<file path="src/rtl/irq_prio_params.svh">
/*
  Offsets, field positions, write masks and reset values of the interrupt
  priority and vector registers. Assumes inclusion by bare name from rtl/.
*/
`ifndef IRQ_PRIO_PARAMS_SVH
`define IRQ_PRIO_PARAMS_SVH

// printed offsets are register indices; byte address is four times the index
`define IDX_PRIORITY_REG_SECOND   28'hFFFFE60
`define IDX_VECTOR_REG_FIRST      32'hFFFFFE62
`define IDX_VECTOR_REG_SECOND     32'hFFFFFE64
`define IDX_PRIORITY_REG_FIRST    32'hFFFFFEE2

// only the low index bits are decoded; the high bits alias
`define IDX_DECODE_MSB            9
`define ADDR_DECODE_MSB           11
`define ADDR_DECODE_LSB           2

// field positions inside the 16-bit registers
`define DIVIDER_PRIO_MSB          15
`define DIVIDER_PRIO_LSB          12
`define DMA_PRIO_MSB              11
`define DMA_PRIO_LSB              8
`define WATCHDOG_PRIO_MSB         7
`define WATCHDOG_PRIO_LSB         4
`define SERIAL_PRIO_MSB           15
`define SERIAL_PRIO_LSB           12
`define FREERUN_PRIO_MSB          11
`define FREERUN_PRIO_LSB          8
`define VEC_HIGH_MSB              14
`define VEC_HIGH_LSB              8
`define VEC_LOW_MSB               6
`define VEC_LOW_LSB               0

// writable bits; the rest read zero
`define WMASK_PRIORITY_FIRST      16'hFFF0
`define WMASK_PRIORITY_SECOND     16'hFF00
`define WMASK_VECTOR              16'h7F7F

`define RESET_REG16               16'h0000

`define AXI_RESP_OKAY             2'h0
`define AXI_RESP_SLVERR           2'h2

`endif

</file>
<file path="src/rtl/irq_prio_pkg.sv">
/*
  Types shared by the interrupt priority and vector register block.
  Assumes nothing beyond a SystemVerilog compiler.
*/
package irq_prio_pkg;

  typedef struct packed {
    logic [3:0] divider_prio_field;
    logic [3:0] dma_prio_field;
    logic [3:0] watchdog_prio_field;
    logic [3:0] serial_prio_field;
    logic [3:0] freerun_timer_prio_field;
  } prio_set_type;

  typedef struct packed {
    logic [6:0] rx_error_vector_field;
    logic [6:0] rx_full_vector_field;
    logic [6:0] tx_empty_vector_field;
    logic [6:0] tx_end_vector_field;
  } vector_set_type;

  typedef enum logic [3:0] {
    REG_PRIORITY_FIRST  = 4'h1,
    REG_PRIORITY_SECOND = 4'h2,
    REG_VECTOR_FIRST    = 4'h4,
    REG_VECTOR_SECOND   = 4'h8
  } reg_sel_type;

endpackage

</file>
<file path="src/rtl/masked_reg16.sv">
/*
  One 16-bit register with byte-lane writes and a fixed mask of writable bits.
  Assumes write enable and strobes arrive on core_clk, one cycle long.
*/
`timescale 1ns/1ps
`include "irq_prio_params.svh"

module masked_reg16 #(
  parameter logic [15:0] WMASK = 16'hFFFF,
  parameter logic [15:0] RESET = 16'h0000
) (
  input  wire logic        core_clk, // system clock
  input  wire logic        srst,     // sync reset, active high
  input  wire logic        wr_en,    // write this register
  input  wire logic [1:0]  wr_strb,  // byte lanes to write
  input  wire logic [15:0] wr_data,  // write data
  output logic      [15:0] q         // register contents
);

  logic [15:0] lane_mask;

  always_comb begin
    lane_mask = {{8{wr_strb[1]}}, {8{wr_strb[0]}}};
  end

  // unwritten lanes keep their value; masked bits stay zero
  always_ff @(posedge core_clk) begin
    if (srst) begin
      q <= RESET & WMASK; // [RULE10]
    end else if (wr_en) begin
      q <= ((q & ~lane_mask) | (wr_data & lane_mask)) & WMASK; // [RULE10] [RULE11]
    end
  end

endmodule

</file>
<file path="src/rtl/irq_prio_vector_regs.sv">
/*
  Priority-level and vector-number registers of the on-chip interrupt
  controller, reached over AXI4-Lite. Assumes the arbitration and vector
  logic of the controller sits outside and reads the field outputs.
*/
// The AXI4-Lite interface to the registers is this design's own decision.
//
// Function
// RULE1: first priority register bits 15..12 hold the division unit level.
// RULE2: first priority register bits 11..8 hold the dma controller level.
// RULE3: first priority register bits 7..4 hold watchdog and bus state controller level.
// RULE4: second priority register bits 15..12 hold the serial interface level.
// RULE5: second priority register bits 11..8 hold the free-running timer level.
// RULE6: first vector register bits 14..8 hold the receive-error vector.
// RULE7: first vector register bits 6..0 hold the receive-full vector.
// RULE8: second vector register bits 14..8 hold the transmit-empty vector.
// RULE9: second vector register bits 6..0 hold the transmit-end vector.
// RULE10: all fields reset to zero; unused bits read zero and ignore writes.
// RULE11: byte and halfword writes and reads allowed; byte writes touch one byte.
`timescale 1ns/1ps
`include "irq_prio_params.svh"

module irq_prio_vector_regs
  import irq_prio_pkg::*;
(
  input  wire logic        core_clk,      // system clock, 50 MHz
  input  wire logic        srst,          // sync reset, active high
  input  wire logic [31:0] s_axi_awaddr,  // write address
  input  wire logic [2:0]  s_axi_awprot,  // write protection, unused
  input  wire logic        s_axi_awvalid, // write address valid
  output logic             s_axi_awready, // write address ready
  input  wire logic [31:0] s_axi_wdata,   // write data
  input  wire logic [3:0]  s_axi_wstrb,   // write byte strobes
  input  wire logic        s_axi_wvalid,  // write data valid
  output logic             s_axi_wready,  // write data ready
  output logic [1:0]       s_axi_bresp,   // write response
  output logic             s_axi_bvalid,  // write response valid
  input  wire logic        s_axi_bready,  // write response ready
  input  wire logic [31:0] s_axi_araddr,  // read address
  input  wire logic [2:0]  s_axi_arprot,  // read protection, unused
  input  wire logic        s_axi_arvalid, // read address valid
  output logic             s_axi_arready, // read address ready
  output logic [31:0]      s_axi_rdata,   // read data
  output logic [1:0]       s_axi_rresp,   // read response
  output logic             s_axi_rvalid,  // read data valid
  input  wire logic        s_axi_rready,  // read data ready
  output prio_set_type     prio_levels,   // priority levels per source
  output vector_set_type   serial_vectors // serial interface vector numbers
);

  ////////////////////////////////////////////////////////////////////////////
  // address decode

  // the index is cut to the decoded bits on purpose; upper bits alias
  localparam logic [9:0] SEL_PRIO_FIRST  = 10'(`IDX_PRIORITY_REG_FIRST);
  localparam logic [9:0] SEL_PRIO_SECOND = 10'(`IDX_PRIORITY_REG_SECOND);
  localparam logic [9:0] SEL_VEC_FIRST   = 10'(`IDX_VECTOR_REG_FIRST);
  localparam logic [9:0] SEL_VEC_SECOND  = 10'(`IDX_VECTOR_REG_SECOND);

  function automatic reg_sel_type decode(input logic [31:0] addr);
    logic [9:0] idx;
    idx = addr[`ADDR_DECODE_MSB:`ADDR_DECODE_LSB];
    case (idx)
      SEL_PRIO_FIRST:  decode = REG_PRIORITY_FIRST;
      SEL_PRIO_SECOND: decode = REG_PRIORITY_SECOND;
      SEL_VEC_FIRST:   decode = REG_VECTOR_FIRST;
      SEL_VEC_SECOND:  decode = REG_VECTOR_SECOND;
      default:         decode = reg_sel_type'(4'h0);
    endcase
  endfunction

  ////////////////////////////////////////////////////////////////////////////
  // write channel: address and data taken in either order

  logic [31:0] aw_addr;
  logic        aw_held;
  logic [15:0] w_data;
  logic [1:0]  w_strb;
  logic        w_held;
  logic        do_write;
  reg_sel_type wr_sel;

  always_comb begin
    do_write = aw_held && w_held && !s_axi_bvalid;
    wr_sel   = decode(aw_addr);
  end

  always_ff @(posedge core_clk) begin
    if (srst) begin
      aw_held       <= 1'b0;
      aw_addr       <= 32'h0000_0000;
      s_axi_awready <= 1'b0;
    end else if (s_axi_awvalid && s_axi_awready) begin
      aw_held       <= 1'b1;
      aw_addr       <= s_axi_awaddr;
      s_axi_awready <= 1'b0;
    end else if (do_write) begin
      aw_held       <= 1'b0;
    end else begin
      // one write in flight: no new address until the response is taken
      s_axi_awready <= !aw_held && !(s_axi_bvalid && !s_axi_bready);
    end
  end

  // only the low halfword lanes carry register bits
  always_ff @(posedge core_clk) begin
    if (srst) begin
      w_held       <= 1'b0;
      w_data       <= 16'h0000;
      w_strb       <= 2'h0;
      s_axi_wready <= 1'b0;
    end else if (s_axi_wvalid && s_axi_wready) begin
      w_held       <= 1'b1;
      w_data       <= s_axi_wdata[15:0];
      w_strb       <= s_axi_wstrb[1:0]; // [RULE11]
      s_axi_wready <= 1'b0;
    end else if (do_write) begin
      w_held       <= 1'b0;
    end else begin
      s_axi_wready <= !w_held && !(s_axi_bvalid && !s_axi_bready);
    end
  end

  always_ff @(posedge core_clk) begin
    if (srst) begin
      s_axi_bvalid <= 1'b0;
      s_axi_bresp  <= `AXI_RESP_OKAY;
    end else if (do_write) begin
      s_axi_bvalid <= 1'b1;
      s_axi_bresp  <= (wr_sel == reg_sel_type'(4'h0)) ? `AXI_RESP_SLVERR : `AXI_RESP_OKAY;
    end else if (s_axi_bready) begin
      s_axi_bvalid <= 1'b0;
    end
  end

  ////////////////////////////////////////////////////////////////////////////
  // register storage

  logic [15:0] prio_first;
  logic [15:0] prio_second;
  logic [15:0] vec_first;
  logic [15:0] vec_second;

  masked_reg16 #(
    .WMASK (`WMASK_PRIORITY_FIRST),
    .RESET (`RESET_REG16)
  ) u_prio_first (
    .core_clk (core_clk),
    .srst     (srst),
    .wr_en    (do_write && wr_sel == REG_PRIORITY_FIRST),
    .wr_strb  (w_strb),
    .wr_data  (w_data),
    .q        (prio_first)
  );

  masked_reg16 #(
    .WMASK (`WMASK_PRIORITY_SECOND),
    .RESET (`RESET_REG16)
  ) u_prio_second (
    .core_clk (core_clk),
    .srst     (srst),
    .wr_en    (do_write && wr_sel == REG_PRIORITY_SECOND),
    .wr_strb  (w_strb),
    .wr_data  (w_data),
    .q        (prio_second)
  );

  masked_reg16 #(
    .WMASK (`WMASK_VECTOR),
    .RESET (`RESET_REG16)
  ) u_vec_first (
    .core_clk (core_clk),
    .srst     (srst),
    .wr_en    (do_write && wr_sel == REG_VECTOR_FIRST),
    .wr_strb  (w_strb),
    .wr_data  (w_data),
    .q        (vec_first)
  );

  masked_reg16 #(
    .WMASK (`WMASK_VECTOR),
    .RESET (`RESET_REG16)
  ) u_vec_second (
    .core_clk (core_clk),
    .srst     (srst),
    .wr_en    (do_write && wr_sel == REG_VECTOR_SECOND),
    .wr_strb  (w_strb),
    .wr_data  (w_data),
    .q        (vec_second)
  );

  ////////////////////////////////////////////////////////////////////////////
  // field outputs, wired straight from the register flops

  always_comb begin
    prio_levels.divider_prio_field       = prio_first[`DIVIDER_PRIO_MSB:`DIVIDER_PRIO_LSB];    // [RULE1]
    prio_levels.dma_prio_field           = prio_first[`DMA_PRIO_MSB:`DMA_PRIO_LSB];            // [RULE2]
    // one level serves both watchdog and bus state controller
    prio_levels.watchdog_prio_field      = prio_first[`WATCHDOG_PRIO_MSB:`WATCHDOG_PRIO_LSB];  // [RULE3]
    prio_levels.serial_prio_field        = prio_second[`SERIAL_PRIO_MSB:`SERIAL_PRIO_LSB];     // [RULE4]
    prio_levels.freerun_timer_prio_field = prio_second[`FREERUN_PRIO_MSB:`FREERUN_PRIO_LSB];   // [RULE5]
    serial_vectors.rx_error_vector_field = vec_first[`VEC_HIGH_MSB:`VEC_HIGH_LSB];             // [RULE6]
    serial_vectors.rx_full_vector_field  = vec_first[`VEC_LOW_MSB:`VEC_LOW_LSB];               // [RULE7]
    serial_vectors.tx_empty_vector_field = vec_second[`VEC_HIGH_MSB:`VEC_HIGH_LSB];            // [RULE8]
    serial_vectors.tx_end_vector_field   = vec_second[`VEC_LOW_MSB:`VEC_LOW_LSB];              // [RULE9]
  end

  ////////////////////////////////////////////////////////////////////////////
  // read channel: one read in flight, answer one cycle after the address

  reg_sel_type rd_sel;
  logic [15:0] rd_word;

  always_comb begin
    rd_sel = decode(s_axi_araddr);
    case (rd_sel)
      REG_PRIORITY_FIRST:  rd_word = prio_first;
      REG_PRIORITY_SECOND: rd_word = prio_second;
      REG_VECTOR_FIRST:    rd_word = vec_first;
      REG_VECTOR_SECOND:   rd_word = vec_second;
      default:             rd_word = 16'h0000;
    endcase
  end

  always_ff @(posedge core_clk) begin
    if (srst) begin
      s_axi_arready <= 1'b0;
    end else begin
      s_axi_arready <= !s_axi_rvalid && !(s_axi_arvalid && s_axi_arready);
    end
  end

  // whole word returned; software picks the byte or halfword it wants
  always_ff @(posedge core_clk) begin
    if (srst) begin
      s_axi_rvalid <= 1'b0;
      s_axi_rdata  <= 32'h0000_0000;
      s_axi_rresp  <= `AXI_RESP_OKAY;
    end else if (s_axi_arvalid && s_axi_arready) begin
      s_axi_rvalid <= 1'b1;
      s_axi_rdata  <= {16'h0000, rd_word}; // [RULE10] [RULE11]
      s_axi_rresp  <= (rd_sel == reg_sel_type'(4'h0)) ? `AXI_RESP_SLVERR : `AXI_RESP_OKAY;
    end else if (s_axi_rready) begin
      s_axi_rvalid <= 1'b0;
    end
  end

endmodule

</file>
<file path="config.mk">
export PLATFORM = sky130hd
export DESIGN_NAME = irq_prio_vector_regs
export DESIGN_NICKNAME = d
export VERILOG_FILES = /design/src/rtl/irq_prio_pkg.sv /design/src/rtl/masked_reg16.sv /design/src/rtl/irq_prio_vector_regs.sv
export VERILOG_INCLUDE_DIRS = /design/src /design/src/rtl
export SDC_FILE = /design/constraint.sdc
export NUM_CORES = 1
export LEC_CHECK = 0
export ABC_AREA = 1
export BUFFER_PORTS_ARGS = -buffer_cell sky130_fd_sc_hd__buf_4
export CAP_MARGIN = 25
export CORE_MARGIN = 2
export CORE_UTILIZATION = 47
export DETAILED_ROUTE_END_ITERATION = 6
export PLACE_DENSITY = 0.77
export SLEW_MARGIN = 20
export SYNTH_ARGS = -nofsm -noshare
export SYNTH_HDL_FRONTEND = slang
export SYNTH_SLANG_ARGS = --single-unit
</file>
<file path="constraint.sdc">
create_clock -name core_clk -period 1.6 [get_ports core_clk]
set_input_delay 0.08 -clock core_clk [delete_from_list [all_inputs] [get_ports core_clk]]
set_output_delay 0.08 -clock core_clk [all_outputs]
set_load 0.02 [all_outputs]
</file>
## Word-level counts from Yosys, hierarchy flattened

Index checks and enable logic that the tools add are counted.

| operators by class | value |
|---|---|
| eq/ne operators | 16 |
| mux-type cells | 12 |
| bitwise operators | 10 |
| reductions and logical operators | 28 |

Operator list:

| kind | count |
|---|---|
| 10-bit equality test (second input constant) | 8 |
| 16-bit one-hot mux with 4 select lines | 1 |
| 16-bit bitwise AND | 3 |
| 16-bit OR | 2 |
| 4-bit one-hot mux with 4 select lines | 2 |
| 15-bit bitwise AND | 2 |
| 15-bit OR | 2 |
| 16-bit inverter | 1 |
| 1-bit logical AND | 13 |
| 4-bit by 1-bit equality test with 1-bit output (second input constant) | 2 |
| 4-bit by 2-bit equality test with 1-bit output (second input constant) | 2 |
| 4-bit by 3-bit equality test with 1-bit output (second input constant) | 2 |
| 4-bit equality test (second input constant) | 2 |
| 4-bit zero test | 2 |
| 2-bit nonzero test | 4 |
| 1-bit zero test | 7 |
| 1-bit 2-to-1 mux | 7 |
| 2-bit 2-to-1 mux | 2 |
| 2-bit OR reduction | 2 |

| storage, ports and cells | value |
|---|---|
| input port bits | 113 |
| flip-flop bits (word level) | 105 |
| word-level logic and storage cells | 83 |
| output and inout port bits | 89 |

## Depth between registers and ports, before layout

Gate-level depths: netlist (run 1).

| logic depth | value |
|---|---|
| word-level depth | 4 |
| mapped depth | 9 |
| mapped depth without buffers | 9 |

## By module

A second synthesis (run 1) with hierarchy kept.

| second synthesis, totals | value |
|---|---|
| cells, all modules | 736 |
| area, all modules | 4954.8 µm² |

Modules (own cells, without submodules):

| module | instances | cells an instance | sequential area each (µm²) | area each (µm²) |
|---|---|---|---|---|
| irq_prio_vector_regs | 1 | 408 | 1061.0 | 2801.4 |
| masked_reg16 (u_vec_first ...) | 2 | 93 | 280.3 | 609.3 |
| masked_reg16 (u_prio_first) | 1 | 82 | 240.2 | 534.3 |
| masked_reg16 (u_prio_second) | 1 | 60 | 160.2 | 400.4 |

## Worst setup path after synthesis (run 1)

Ideal clock, no wire load.

| timing path | value |
|---|---|
| kind | reg2reg |
| start point | register s_axi_bvalid |
| end point | register with a tool-made name |
| required time | 1.468 ns |
| path slack | 0.245 ns |
| cell stages (with the launch flop) | 7 |
| buffers on the path | 0 |
| library setup time | 0.132 ns |
| period minus slack after synthesis | 1.355 ns |
| data arrival time | 1.223 ns |
| cell sequence | dfxtp_1 > inv_1 > nand3_2 > inv_2 > nand3_1 > nand2_1 > a21oi_1 |

RTL lines:

| item | line | source |
|---|---|---|
| start, declared | irq_prio_vector_regs.sv:37 | `output logic s_axi_bvalid,` |
| start signal, assigned | irq_prio_vector_regs.sv:126 | `s_axi_bvalid <= 1'b0;` |
| start signal, assigned | irq_prio_vector_regs.sv:129 | `s_axi_bvalid <= 1'b1;` |
| start signal, assigned | irq_prio_vector_regs.sv:132 | `s_axi_bvalid <= 1'b0;` |

==> impl_results.md, run 1 <==
- Peak supply drop: 613 µV
- Syn Inst Count: 613
- Sw Pwr: 0.00131 W
- Final wirelength: 11,800 µm
- Clock tree buffer depth: 2
- Worst Setup End Kind: flip-flop
- Post-route ant nets: 0
- Total track usage: 22.9%
- RSZ-0062 raised after global routing: true
- Initial antenna violation count: 0
- Placed Cells: 848
- Worst min-delay path class: input port to flip-flop
- Clock latency on the worst-skew pair: 0.37 ns
- Global-route wire length before repair: 18,700 µm
- Core area: 9240 µm²
- Hold Path Depth: 3
- P_leak: 2.55 nW
- Routed length per instance: 13.3 µm
- P&R area growth vs syn: 32.3%
- Ys Warns: 0
- Rel. slew slack: 57.5%
- Avg Synthesized Cell Area: 7.33 µm²
- Root Buffer: clkbuf_8
- Register area share after synthesis: 45.0%
- Crit Path Max Fanout: 7
- WP buf/inv: 0
- Crit-path slowest cell: dfxtp_1
- CP max stage delay: 0.36 ns
- Skew final: 0.0120 ns
- Die span in x: 102 µm
- Final #Nets: 868
- Reg clk slew, reported paths: 0.10 ns
- CTS buffer count: 9
- Switching fraction of total power: 27.0%
- FMAX: 0.651 GHz
- Initial DRC Count: 258
- Port Buffer Count: 115
- CP cell instances: nor2_2, nand3b_1, nor3_4, nand3_1, nand2_1, a21oi_1
- Overflow after GRT: 0
- FF-to-FF path depth: 6
- Routed vias/inst: 4.96
- Pwr dens: 818 nW/µm²
- # rows: 35
- Total of max-cap violations: 0
- H-tree depth: 3
- # DRC: 0
- Internal power consumption: 0.00355 W
- Crit path arrival time: 1.77 ns
- Period minus WS final: 1.54 ns
- Status: completed
- Die Ht: 102 µm
- Setup CP Type: flip-flop to flip-flop
- CP Launch Type: flip-flop
- Area of the mapped netlist: 4490 µm²
- Comb power frac: 10.7%
- Placer congestion estimate: 0.926
- IO Count: 202
- First drt pass iteration count: 4
- Number of global-route vias before repair: 3,938
- Die area: 10,400 µm²
- Library cells used by synthesis: 34
- Filler-free cell count of the finished design: 889
- CP top delay family: simple AND/OR/NAND/NOR gates
- Clock share of power: 34.9%
- Layout cell share with drive strength beyond 1: 24.9%
- Fin Setup TNS: 0 ns
- Via count: 4,412
- Synthesis-stage register bit count: 101
- Dpl hpwl: 8650 µm
- Worst Max-Slew Pin Slew: 0.638 ns
- Worst Path Required: 1.83 ns
- Stages on worst setup path: 6
- Fillers: 828
- Setup violations, final: 0
- Period utilisation layout: 96.0%
- CTS tree: yes
- Slew Viols, Final: 0
- Sequential Power Share: 54.4%
- CTS Sinks: 101
- Final total power: 0.00486 W
- Final core occ: 64.4%
- Initial Util: 48.6%
- Smallest hold slack: 0.00179 ns
- # diodes: 0
- Final hold viol count: 0
- Pin count of the biggest net entering global routing: 63
==> worst paths after layout <==
kind                      startpoint                      to  slack (ns)
max reg2reg  aw_addr[3]$_SDFFE_PP0P_               flip-flop        0.06
max          aw_addr[3]$_SDFFE_PP0P_               flip-flop        0.06
min                   s_axi_wdata[4]  w_data[4]$_SDFFE_PP0P_       0.002
min reg2reg   w_data[7]$_SDFFE_PP0P_               flip-flop        0.47
==> power groups by stage <==
stage / Combinational [W] / Clock [W] / Sequential (W)
5_1_grt: 0.000578 / 0.00182 / 0.00266
3_3_place_gp: 0.000454 / 0 / 0.00270
6_report: 0.000518 / 0.00170 / 0.00265
4_1_cts: 0.000511 / 0.00172 / 0.00265
2_1_floorplan: 0.000315 / 0 / 0.00270
3_5_place_dp: 0.000467 / 0 / 0.00270
==> cells in the mapped netlist (all sizes together) <==
cell type | number | share of area [%]
o21ai | 41 | 4.6
nor3 | 6 | 1.5
nand4 | 33 | 5.1
clkinv | 3 | 0.31
nor2 | 74 | 7.6
nor2b | 1 | 0.31
dfxtp | 101 | 45
nand2 | 161 | 14
nand3 | 21 | 3.0
conb | 1 | 0.083
o22ai | 5 | 0.70
buf | 30 | 4.5
and2 | 1 | 0.14
a21oi | 74 | 8.2
clkbuf | 17 | 1.4
inv | 42 | 3.5
nand3b | 2 | 0.33
==> per-layer routing <==
| layer | routed length [µm] | vias to the layer above | global-route usage (%) |
|---|---|---|---|
| li1 | - | 2258 | - |
| met1 | 5290 | 1998 | 30.4 |
| met2 | 5740 | 149 | 38.4 |
| met3 | 711 | 7 | 4.62 |
| met4 | 93 | 0 | 5.51 |
| met5 | 0 | - | 0 |
==> cell families (layout without fill, tap and decap cells) <==
kind of cell	Yosys count	in the layout	synth area share [%]
AO/OA/AOI/OAI	120	120	13.5
other	1	18	0.0834
flip-flops	101	101	45.0
AND/OR/NAND/NOR	299	299	31.7
buffers and inverters	92	222	9.69
==> layout make-up <==
| class | instances | area [µm²] | share of cell area, % |
|---|---|---|---|
| clock inverters | 7 | 82.6 | 1.39 |
| well taps | 129 | 161 | 2.71 |
| clock buffers | 9 | 124 | 2.08 |
| inverters | 45 | 171 | 2.88 |
| repair buffers | 161 | 1280 | 21.5 |
| flip-flops and latches | 101 | 2020 | 34.0 |
| multi-input cells | 437 | 2110 | 35.5 |
==> worst min-delay path, stage by stage <==
cell and delay (ns):
buf_4 0.08, o21ai_0 0.08, nor2_1 0.09
==> cell usage in the layout (no fill, tap or decap), drive strengths merged <==
cell,Yosys,layout
clkinv,3,5
nand3b,2,2
bufinv,0,1
inv,42,45
dlygate4sd3,0,22
clkbuf,17,9
conb,1,18
and2,1,1
buf,30,139
dfxtp,101,101
nand2,161,161
nand3,21,21
nor2b,1,1
o22ai,5,5
nor3,6,6
clkinvlp,0,1
a21oi,74,74
o21ai,41,41
nand4,33,33
nor2,74,74
==> stage by stage <==
stage	setup WS (ns)	cell area [µm²]
6_report	0.0643	5950
5_1_grt	-0.0779	5950
4_1_cts	0.0502	5920
3_5_place_dp	0.0629	5490
3_3_place_gp	0.114	5490
2_1_floorplan	0.245	4560
==> repair_timing <==
item                                    CTS  global route
endpoints found under the hold margin    22             0
endpoints found under the setup margin    0            32
buffers inserted                          0             3
hold buffers                             22             0
resized for setup                         0             4
Power figures use the tool's default switching activity.
==> run 2, diff against run 1 <==
--- a/config.mk
+++ b/config.mk
@@ -6,11 +6,10 @@
 export SDC_FILE = /design/constraint.sdc
 export NUM_CORES = 1
 export LEC_CHECK = 0
-export ABC_AREA = 1
 export BUFFER_PORTS_ARGS = -buffer_cell sky130_fd_sc_hd__buf_4
 export CAP_MARGIN = 25
 export CORE_MARGIN = 2
-export CORE_UTILIZATION = 47
+export CORE_UTILIZATION = 46
 export DETAILED_ROUTE_END_ITERATION = 6
 export PLACE_DENSITY = 0.77
 export SLEW_MARGIN = 20
==> impl_results.md, run 2 <==
- Status: completed
- Final wirelength: 10,400 µm (-13%)
- Share of the synthesized area in the top cell type: 49.0% (+4.1 points)
- Top FF cell, synth: dfxtp_1
- CTS buffer count: 9 (unchanged)
- Ys Warns: 0 (unchanged)
- Slew Viols, Final: 0 (unchanged)
- Clock share of power: 34.5% (-0.4 points)
- Worst Setup End Kind: flip-flop
- DP Area: 5110 µm² (-7.0%)
- FMAX: 0.651 GHz (about the same)
- P_leak: 2.59 nW (+1.4%)
- Syn Inst Count: 448 (-27%)
- Skew final: 0.0116 ns (-0.000487 ns)
- Layout cell share with drive strength beyond 1: 28.1% (+3.3 points)
- Avg Synthesized Cell Area: 9.20 µm² (+26%)
- IO Count: 202 (unchanged)
- Period minus WS final: 1.54 ns (-0.000250 ns)
- Root Buffer: clkbuf_8
- RSZ-0062 raised after global routing: true
- Crit Path Max Fanout: 8 (+1)
- H-tree depth: 3 (unchanged)
- Post-route cell area: 5650 µm² (-4.9%)
- Start point of the critical path: aw_addr[6]$_SDFFE_PP0P_
- Via count: 3,666 (-17%)
- Die span in x: 98.7 µm (-3.1%)
- # diodes: 0 (unchanged)
- Number of synthesized flops with an enable pin: 0 (unchanged)
- Routed length per instance: 14.5 µm (+9.2%)
- Area of the mapped netlist: 4120 µm² (-8.3%)
- Switching fraction of total power: 24.2% (-2.8 points)
- Pin count of the biggest net entering global routing: 62 (-1.6%)
- Placer congestion estimate: 0.816 (-12%)
- Ys async rst share: 0% (unchanged)
- Setup violations, final: 0 (unchanged)
- Fillers: 722 (-13%)
- Dpl hpwl: 7430 µm (-14%)
- Core area: 8720 µm² (-5.6%)
- Yosys top cell by area: dfxtp_1
- Total of max-cap violations: 0 (unchanged)
- Initial DRC Count: 180 (-30%)
- Register area share after synthesis: 49.0% (+4.1 points)
- Pwr dens: 827 nW/µm² (+1.0%)
- Final hold viol count: 0 (unchanged)
- Port Buffer Count: 115 (unchanged)
- Worst Path Required: 1.86 ns (+0.03 ns)
- Commonest non-fill, non-tap cells in the layout: buf_4 (138), dfxtp_1 (97), nand2_1 (68)
- Initial Util: 47.3% (-1.4 points)
- Post-route ant nets: 0 (unchanged)
- # rows: 34 (-2.9%)
- Final #Nets: 712 (-18%)
- Total track usage: 21.1% (-1.8 points)
- Rel. slew slack: 55.7% (-1.7 points)
- CTS Sinks: 101 (unchanged)
- Worst Min Path Start: s_axi_bready
- Commonest non-fill, non-tap cell in the layout: buf_4
- Crit path arrival time: 1.79 ns (+0.02 ns)
- Reg2Reg Launch Point: aw_addr[6]$_SDFFE_PP0P_
- Clock latency on the worst-skew pair: 0.36 ns (about the same)
- Sw Pwr: 0.00113 W (-14%)
- First drt pass iteration count: 4 (unchanged)
- CP Launch Type: flip-flop
- Synthesis-stage register bit count: 101 (unchanged)
- Sequential Power Share: 55.9% (+1.5 points)
- Setup CP Type: flip-flop to flip-flop
- Comb power frac: 9.5% (-1.2 points)
- Die Ht: 98.7 µm (-3.1%)
- Fin Setup TNS: 0 ns (unchanged)
- Post-synth top cells: dfxtp_1 (101), nand2_1 (68), nor2_1 (57), mux2i_1 (50), a21oi_1 (35)
- Number of global-route vias before repair: 3,428 (-13%)
- Worst Max-Slew Pin Slew: 0.661 ns (+0.0231 ns)
- Overflow after GRT: 0 (unchanged)
- Library cells used by synthesis: 40 (+18%)
- Initial antenna violation count: 0 (unchanged)
- Clock tree buffer depth: 2 (unchanged)
- Worst min-delay path class: input port to flip-flop
- Routed vias/inst: 5.15 (+3.7%)
- Reg clk slew, reported paths: 0.10 ns (about the same)
- # DRC: 0 (unchanged)
- Peak supply drop: 649 µV (+5.9%)
- Die area: 9740 µm² (-6.0%)
- Global-route wire length before repair: 16,700 µm (-11%)
- Synth area leaders: dfxtp_1 (49%), mux2i_1 (12%), nand2_1 (6.2%)
- P&R area growth vs syn: 37.1%
- Most frequent cell after synthesis: dfxtp_1
- Internal power consumption: 0.00354 W (-0.23%)
- CTS tree: yes
- Period utilisation layout: 96.0% (about the same)
## run 2: changes by cell type after synthesis, sizes merged, moves of 6 or more
| cell | change |
|---|---|
| nand3 | -20 |
| a22oi | +19 |
| a21oi | -39 |
| nand2 | -93 |
| o21ai | -30 |
| nand4 | -26 |
| a2bb2oi | +11 |
| inv | -40 |
| nor2 | -17 |
| o31ai | +6 |
| mux2i | +50 |
## run 2: per-stage QoR
stage	worst slack (ns)	hold slack, ns	cells	utilization (%)	total power [W]
after floorplan	0.0210	0.216	465	-	0.00291
after global placement	-0.0651	0.331	664	58.6	0.00304
after detailed placement	-0.109	0.342	664	58.6	0.00305
after CTS	0.0155	0.00173	709	64.2	0.00471
after global routing	-0.0809	0.0350	712	64.8	0.00486
final	0.0646	0.0129	712	64.8	0.00467
## run 2: logic make-up (layout without fill, tap and decap cells)
logic type / after synthesis / count (layout) / share of synthesized area [%]
buffers and inverters: 48 / 187 / 6.37
DFF: 101 / 101 / 49.0
and+or+nand+nor: 164 / 164 / 19.1
muxes: 51 / 51 / 12.4
AOI/OAI and AO/OA: 83 / 83 / 13.0
other: 1 / 18 / 0.0910
## run 2: repair_timing
action / CTS / global route
gates resized for setup: 0 / 9
hold buffers: 29 / 1
setup endpoints to repair: 0 / 19
endpoints found under the hold margin: 29 / 1
setup buffers: 0 / 2
## run 2: power by group through the flow
stage                     Clock [W]  Combinational [W]  Sequential [W]
after global placement            0           0.000377         0.00267
after floorplan                   0           0.000248         0.00267
after global routing        0.00175           0.000488         0.00262
after CTS                   0.00165           0.000441         0.00261
final                       0.00161           0.000445         0.00261
after detailed placement          0           0.000383         0.00267
## run 2: final timing paths
check / depth (start not counted) / end / slack [ns]
setup / recovery: 6 / flip-flop / 0.06
hold reg to reg: 1 / s_axi_arready$_SDFF_PP0_ / 0.45
hold / removal: 4 / s_axi_bvalid$_SDFFE_PP0P_ / 0.01
setup reg to reg: 6 / flip-flop / 0.06
## run 2: layout make-up
type | instances | area [µm²] | share of cell area [%]
multi-input combinational | 316 | 1930 | 34.1
inverter | 2 | 7.51 | 0.133
timing repair buffer | 169 | 1360 | 24.0
clock inverter | 5 | 60.1 | 1.06
clock buffer | 11 | 141 | 2.50
sequential | 101 | 2030 | 35.8
tap | 108 | 135 | 2.39
## run 2: critical path, stage by stage (launching register included)
cell and delay [ns]:
dfxtp_1 0.33, nor4bb_2 0.27, buf_4 0.19, and4_4 0.24
buf_12 0.13, mux2i_2 0.21, nor2_1 0.06
## run 2: metal layers
metal / GRT usage, % / up-vias / routed length (µm)
met5: 0 / - / 0
met4: 6.53 / 0 / 153
met3: 5.11 / 14 / 501
met2: 36.3 / 101 / 5110
met1: 26.4 / 1731 / 4580
li1: - / 1820 / -
==> run 3, diff against run 2 <==
--- a/config.mk
+++ b/config.mk
@@ -12,6 +12,7 @@
 export CORE_UTILIZATION = 46
 export DETAILED_ROUTE_END_ITERATION = 6
 export PLACE_DENSITY = 0.77
+export SETUP_SLACK_MARGIN = 0.2
 export SLEW_MARGIN = 20
 export SYNTH_ARGS = -nofsm -noshare
 export SYNTH_HDL_FRONTEND = slang
==> impl_results.md, run 3 (same netlist as run 2, synthesis figures left out) <==
- CTS Sinks: 101 (unchanged)
- # diodes: 0 (unchanged)
- Status: completed
- Die area: 9740 µm² (unchanged)
- Period utilisation layout: 96.9% (+0.92 points)
- RSZ-0062 raised after global routing: true
- Setup CP Type: flip-flop to flip-flop
- Dpl hpwl: 7370 µm (-0.77%)
- H-tree depth: 3 (unchanged)
- CTS buffer count: 9 (unchanged)
- IO Count: 202 (unchanged)
- Placer congestion estimate: 0.840 (+3.0%)
- Worst Max-Slew Pin Slew: 0.866 ns (+0.205 ns)
- Met3 WL post-DR: 566 µm (+13%)
- Commonest non-fill, non-tap cells in the layout: buf_4 (126), dfxtp_1 (91), nand2_1 (67)
- P_leak: 2.58 nW (-0.16%)
- Peak supply drop: 562 µV (-13%)
- Worst Path Required: 1.82 ns (-0.04 ns)
- Crit path arrival time: 1.77 ns (-0.02 ns)
- Skew final: 0.0108 ns (-0.000745 ns)
- Rel. slew slack: 42.3% (-13 points)
- First drt pass iteration count: 4 (unchanged)
- # DRC: 0 (unchanged)
- Reg clk slew, reported paths: 0.10 ns (about the same)
- Initial DRC Count: 205 (+14%)
- CTS tree: yes
- Via count: 3,709 (+1.2%)
- Period minus WS final: 1.55 ns (+0.0147 ns)
- Final wirelength: 10,800 µm (+3.9%)
- # rows: 34 (unchanged)
- Root Buffer: clkbuf_8
- Clock latency on the worst-skew pair: 0.36 ns (about the same)
- Clock tree buffer depth: 2 (unchanged)
- Initial antenna violation count: 0 (unchanged)
- Commonest non-fill, non-tap cell in the layout: buf_4
- Worst Setup End Kind: flip-flop
- Port Buffer Count: 115 (unchanged)
- Global-route wire length before repair: 17,100 µm (+2.1%)
- Final #Nets: 709 (-0.42%)
- WP buf/inv: 2 (unchanged)
- Overflow after GRT: 0 (unchanged)
- Total of max-cap violations: 0 (unchanged)
- Final core occ: 65.6% (+0.75 points)
- Number of global-route vias before repair: 3,523 (+2.8%)
- Crit-path slowest cell: dfxtp_2
- CP top delay family: simple AND/OR/NAND/NOR gates
- Total track usage: 21.5% (+0.39 points)
- Die Ht: 98.7 µm (unchanged)
- Slew Viols, Final: 0 (unchanged)
- Post-route ant nets: 0 (unchanged)
- Core area: 8720 µm² (unchanged)
- Initial Util: 47.3% (unchanged)
- Final hold viol count: 0 (unchanged)
- Layout cell share with drive strength beyond 1: 29.3% (+1.1 points)
- Met2 wire length: 5440 µm (+6.4%)
- Worst min-delay path class: input port to flip-flop
- Crit Path Max Fanout: 8 (unchanged)
- Pwr dens: 854 nW/µm² (+3.3%)
- Routed length per instance: 15.2 µm (+4.3%)
- CP Launch Type: flip-flop
- Pin count of the biggest net entering global routing: 86 (+39%)
- Die span in x: 98.7 µm (unchanged)
- P&R area growth vs syn: 38.7%
- Top Metal Used: met4
- Routed vias/inst: 5.23 (+1.6%)
- CP cell instances: nor4bb_2, buf_4, and4_4, buf_12, mux2i_1, nor2_1
- Setup violations, final: 0 (unchanged)
- CP max stage delay: 0.34 ns (about the same)
- FMAX: 0.645 GHz (-0.95%)
- Met1 wire length: 4660 µm (+1.6%)
- Fin Setup TNS: 0 ns (unchanged)
==> run 3: cell count changes in the layout (fill, tap and decap cells not counted), moves of 2 or more <==
cell | previous run | this run
mux2i_2 | 1 | 3
dfxtp_2 | 4 | 10
dfxtp_1 | 97 | 91
mux2i_1 | 49 | 47
buf_6 | 0 | 8
buf_4 | 138 | 126
inv_6 | 0 | 2
==> run 3: metal layers <==
metal	global-route usage, %	up-vias
li1	-	1819
met1	27.0	1778
met2	37.8	104
met3	4.54	8
met4	5.48	0
met5	0	-
==> run 3: repair_timing <==
| action | 4_1_cts | 5_1_grt |
|---|---|---|
| pin swaps | 3 | 4 |
| buffers inserted | 2 | 1 |
| hold endpoints to repair | 31 | 0 |
| setup endpoints to repair | 52 | 62 |
| hold buffers | 31 | 0 |
| gates resized for setup | 12 | 12 |
| cloned | 0 | 0 |
==> run 3: final timing paths <==
path	startpoint	end	slack, ns	cells past startpoint
setup / recovery	aw_addr[6]$_SDFFE_PP0P_	flip-flop	0.05	6
hold / removal	s_axi_araddr[8]	s_axi_rdata[15]$_SDFFE_PP0P_	0.03	3
hold reg to reg	s_axi_rvalid$_SDFFE_PP0P_	s_axi_arready$_SDFF_PP0_	0.45	1
setup reg to reg	aw_addr[6]$_SDFFE_PP0P_	flip-flop	0.05	6
==> run 3: cell type report <==
type                       instances  area, µm²
clock inverter                     6       93.8
inverter                           2       7.51
tap                              108        135
fill                             714       3000
sequential                       101       2030
timing repair buffer             166       1370
clock buffer                      10        138
multi-input combinational        316       1940
==> run 3: through the flow <==
step | worst slack (ns) | total power [W] | hold slack, ns | instance area, µm² | std cells
6_report | 0.0499 | 0.00488 | 0.0327 | 5720 | 709
5_1_grt | -0.0162 | 0.00507 | 0.0446 | 5720 | 709
4_1_cts | 0.0630 | 0.00490 | 0.0230 | 5670 | 708
3_5_place_dp | -0.0769 | 0.00305 | 0.290 | 5070 | 659
3_3_place_gp | -0.0436 | 0.00304 | 0.284 | 5070 | 659
2_1_floorplan | 0.0627 | 0.00292 | 0.216 | 4210 | 465
==> run 3: power by group <==
group,internal (W),switching [W]
Combinational,0.000210,0.000236
Clock,0.000937,0.000880
Sequential,0.00256,0.0000554
Total,0.00371,0.00117
==> run 3: worst min-delay path, stage by stage <==
cell	delay [ns]
buf_4	0.11
nand4b_1	0.09
a21oi_1	0.06
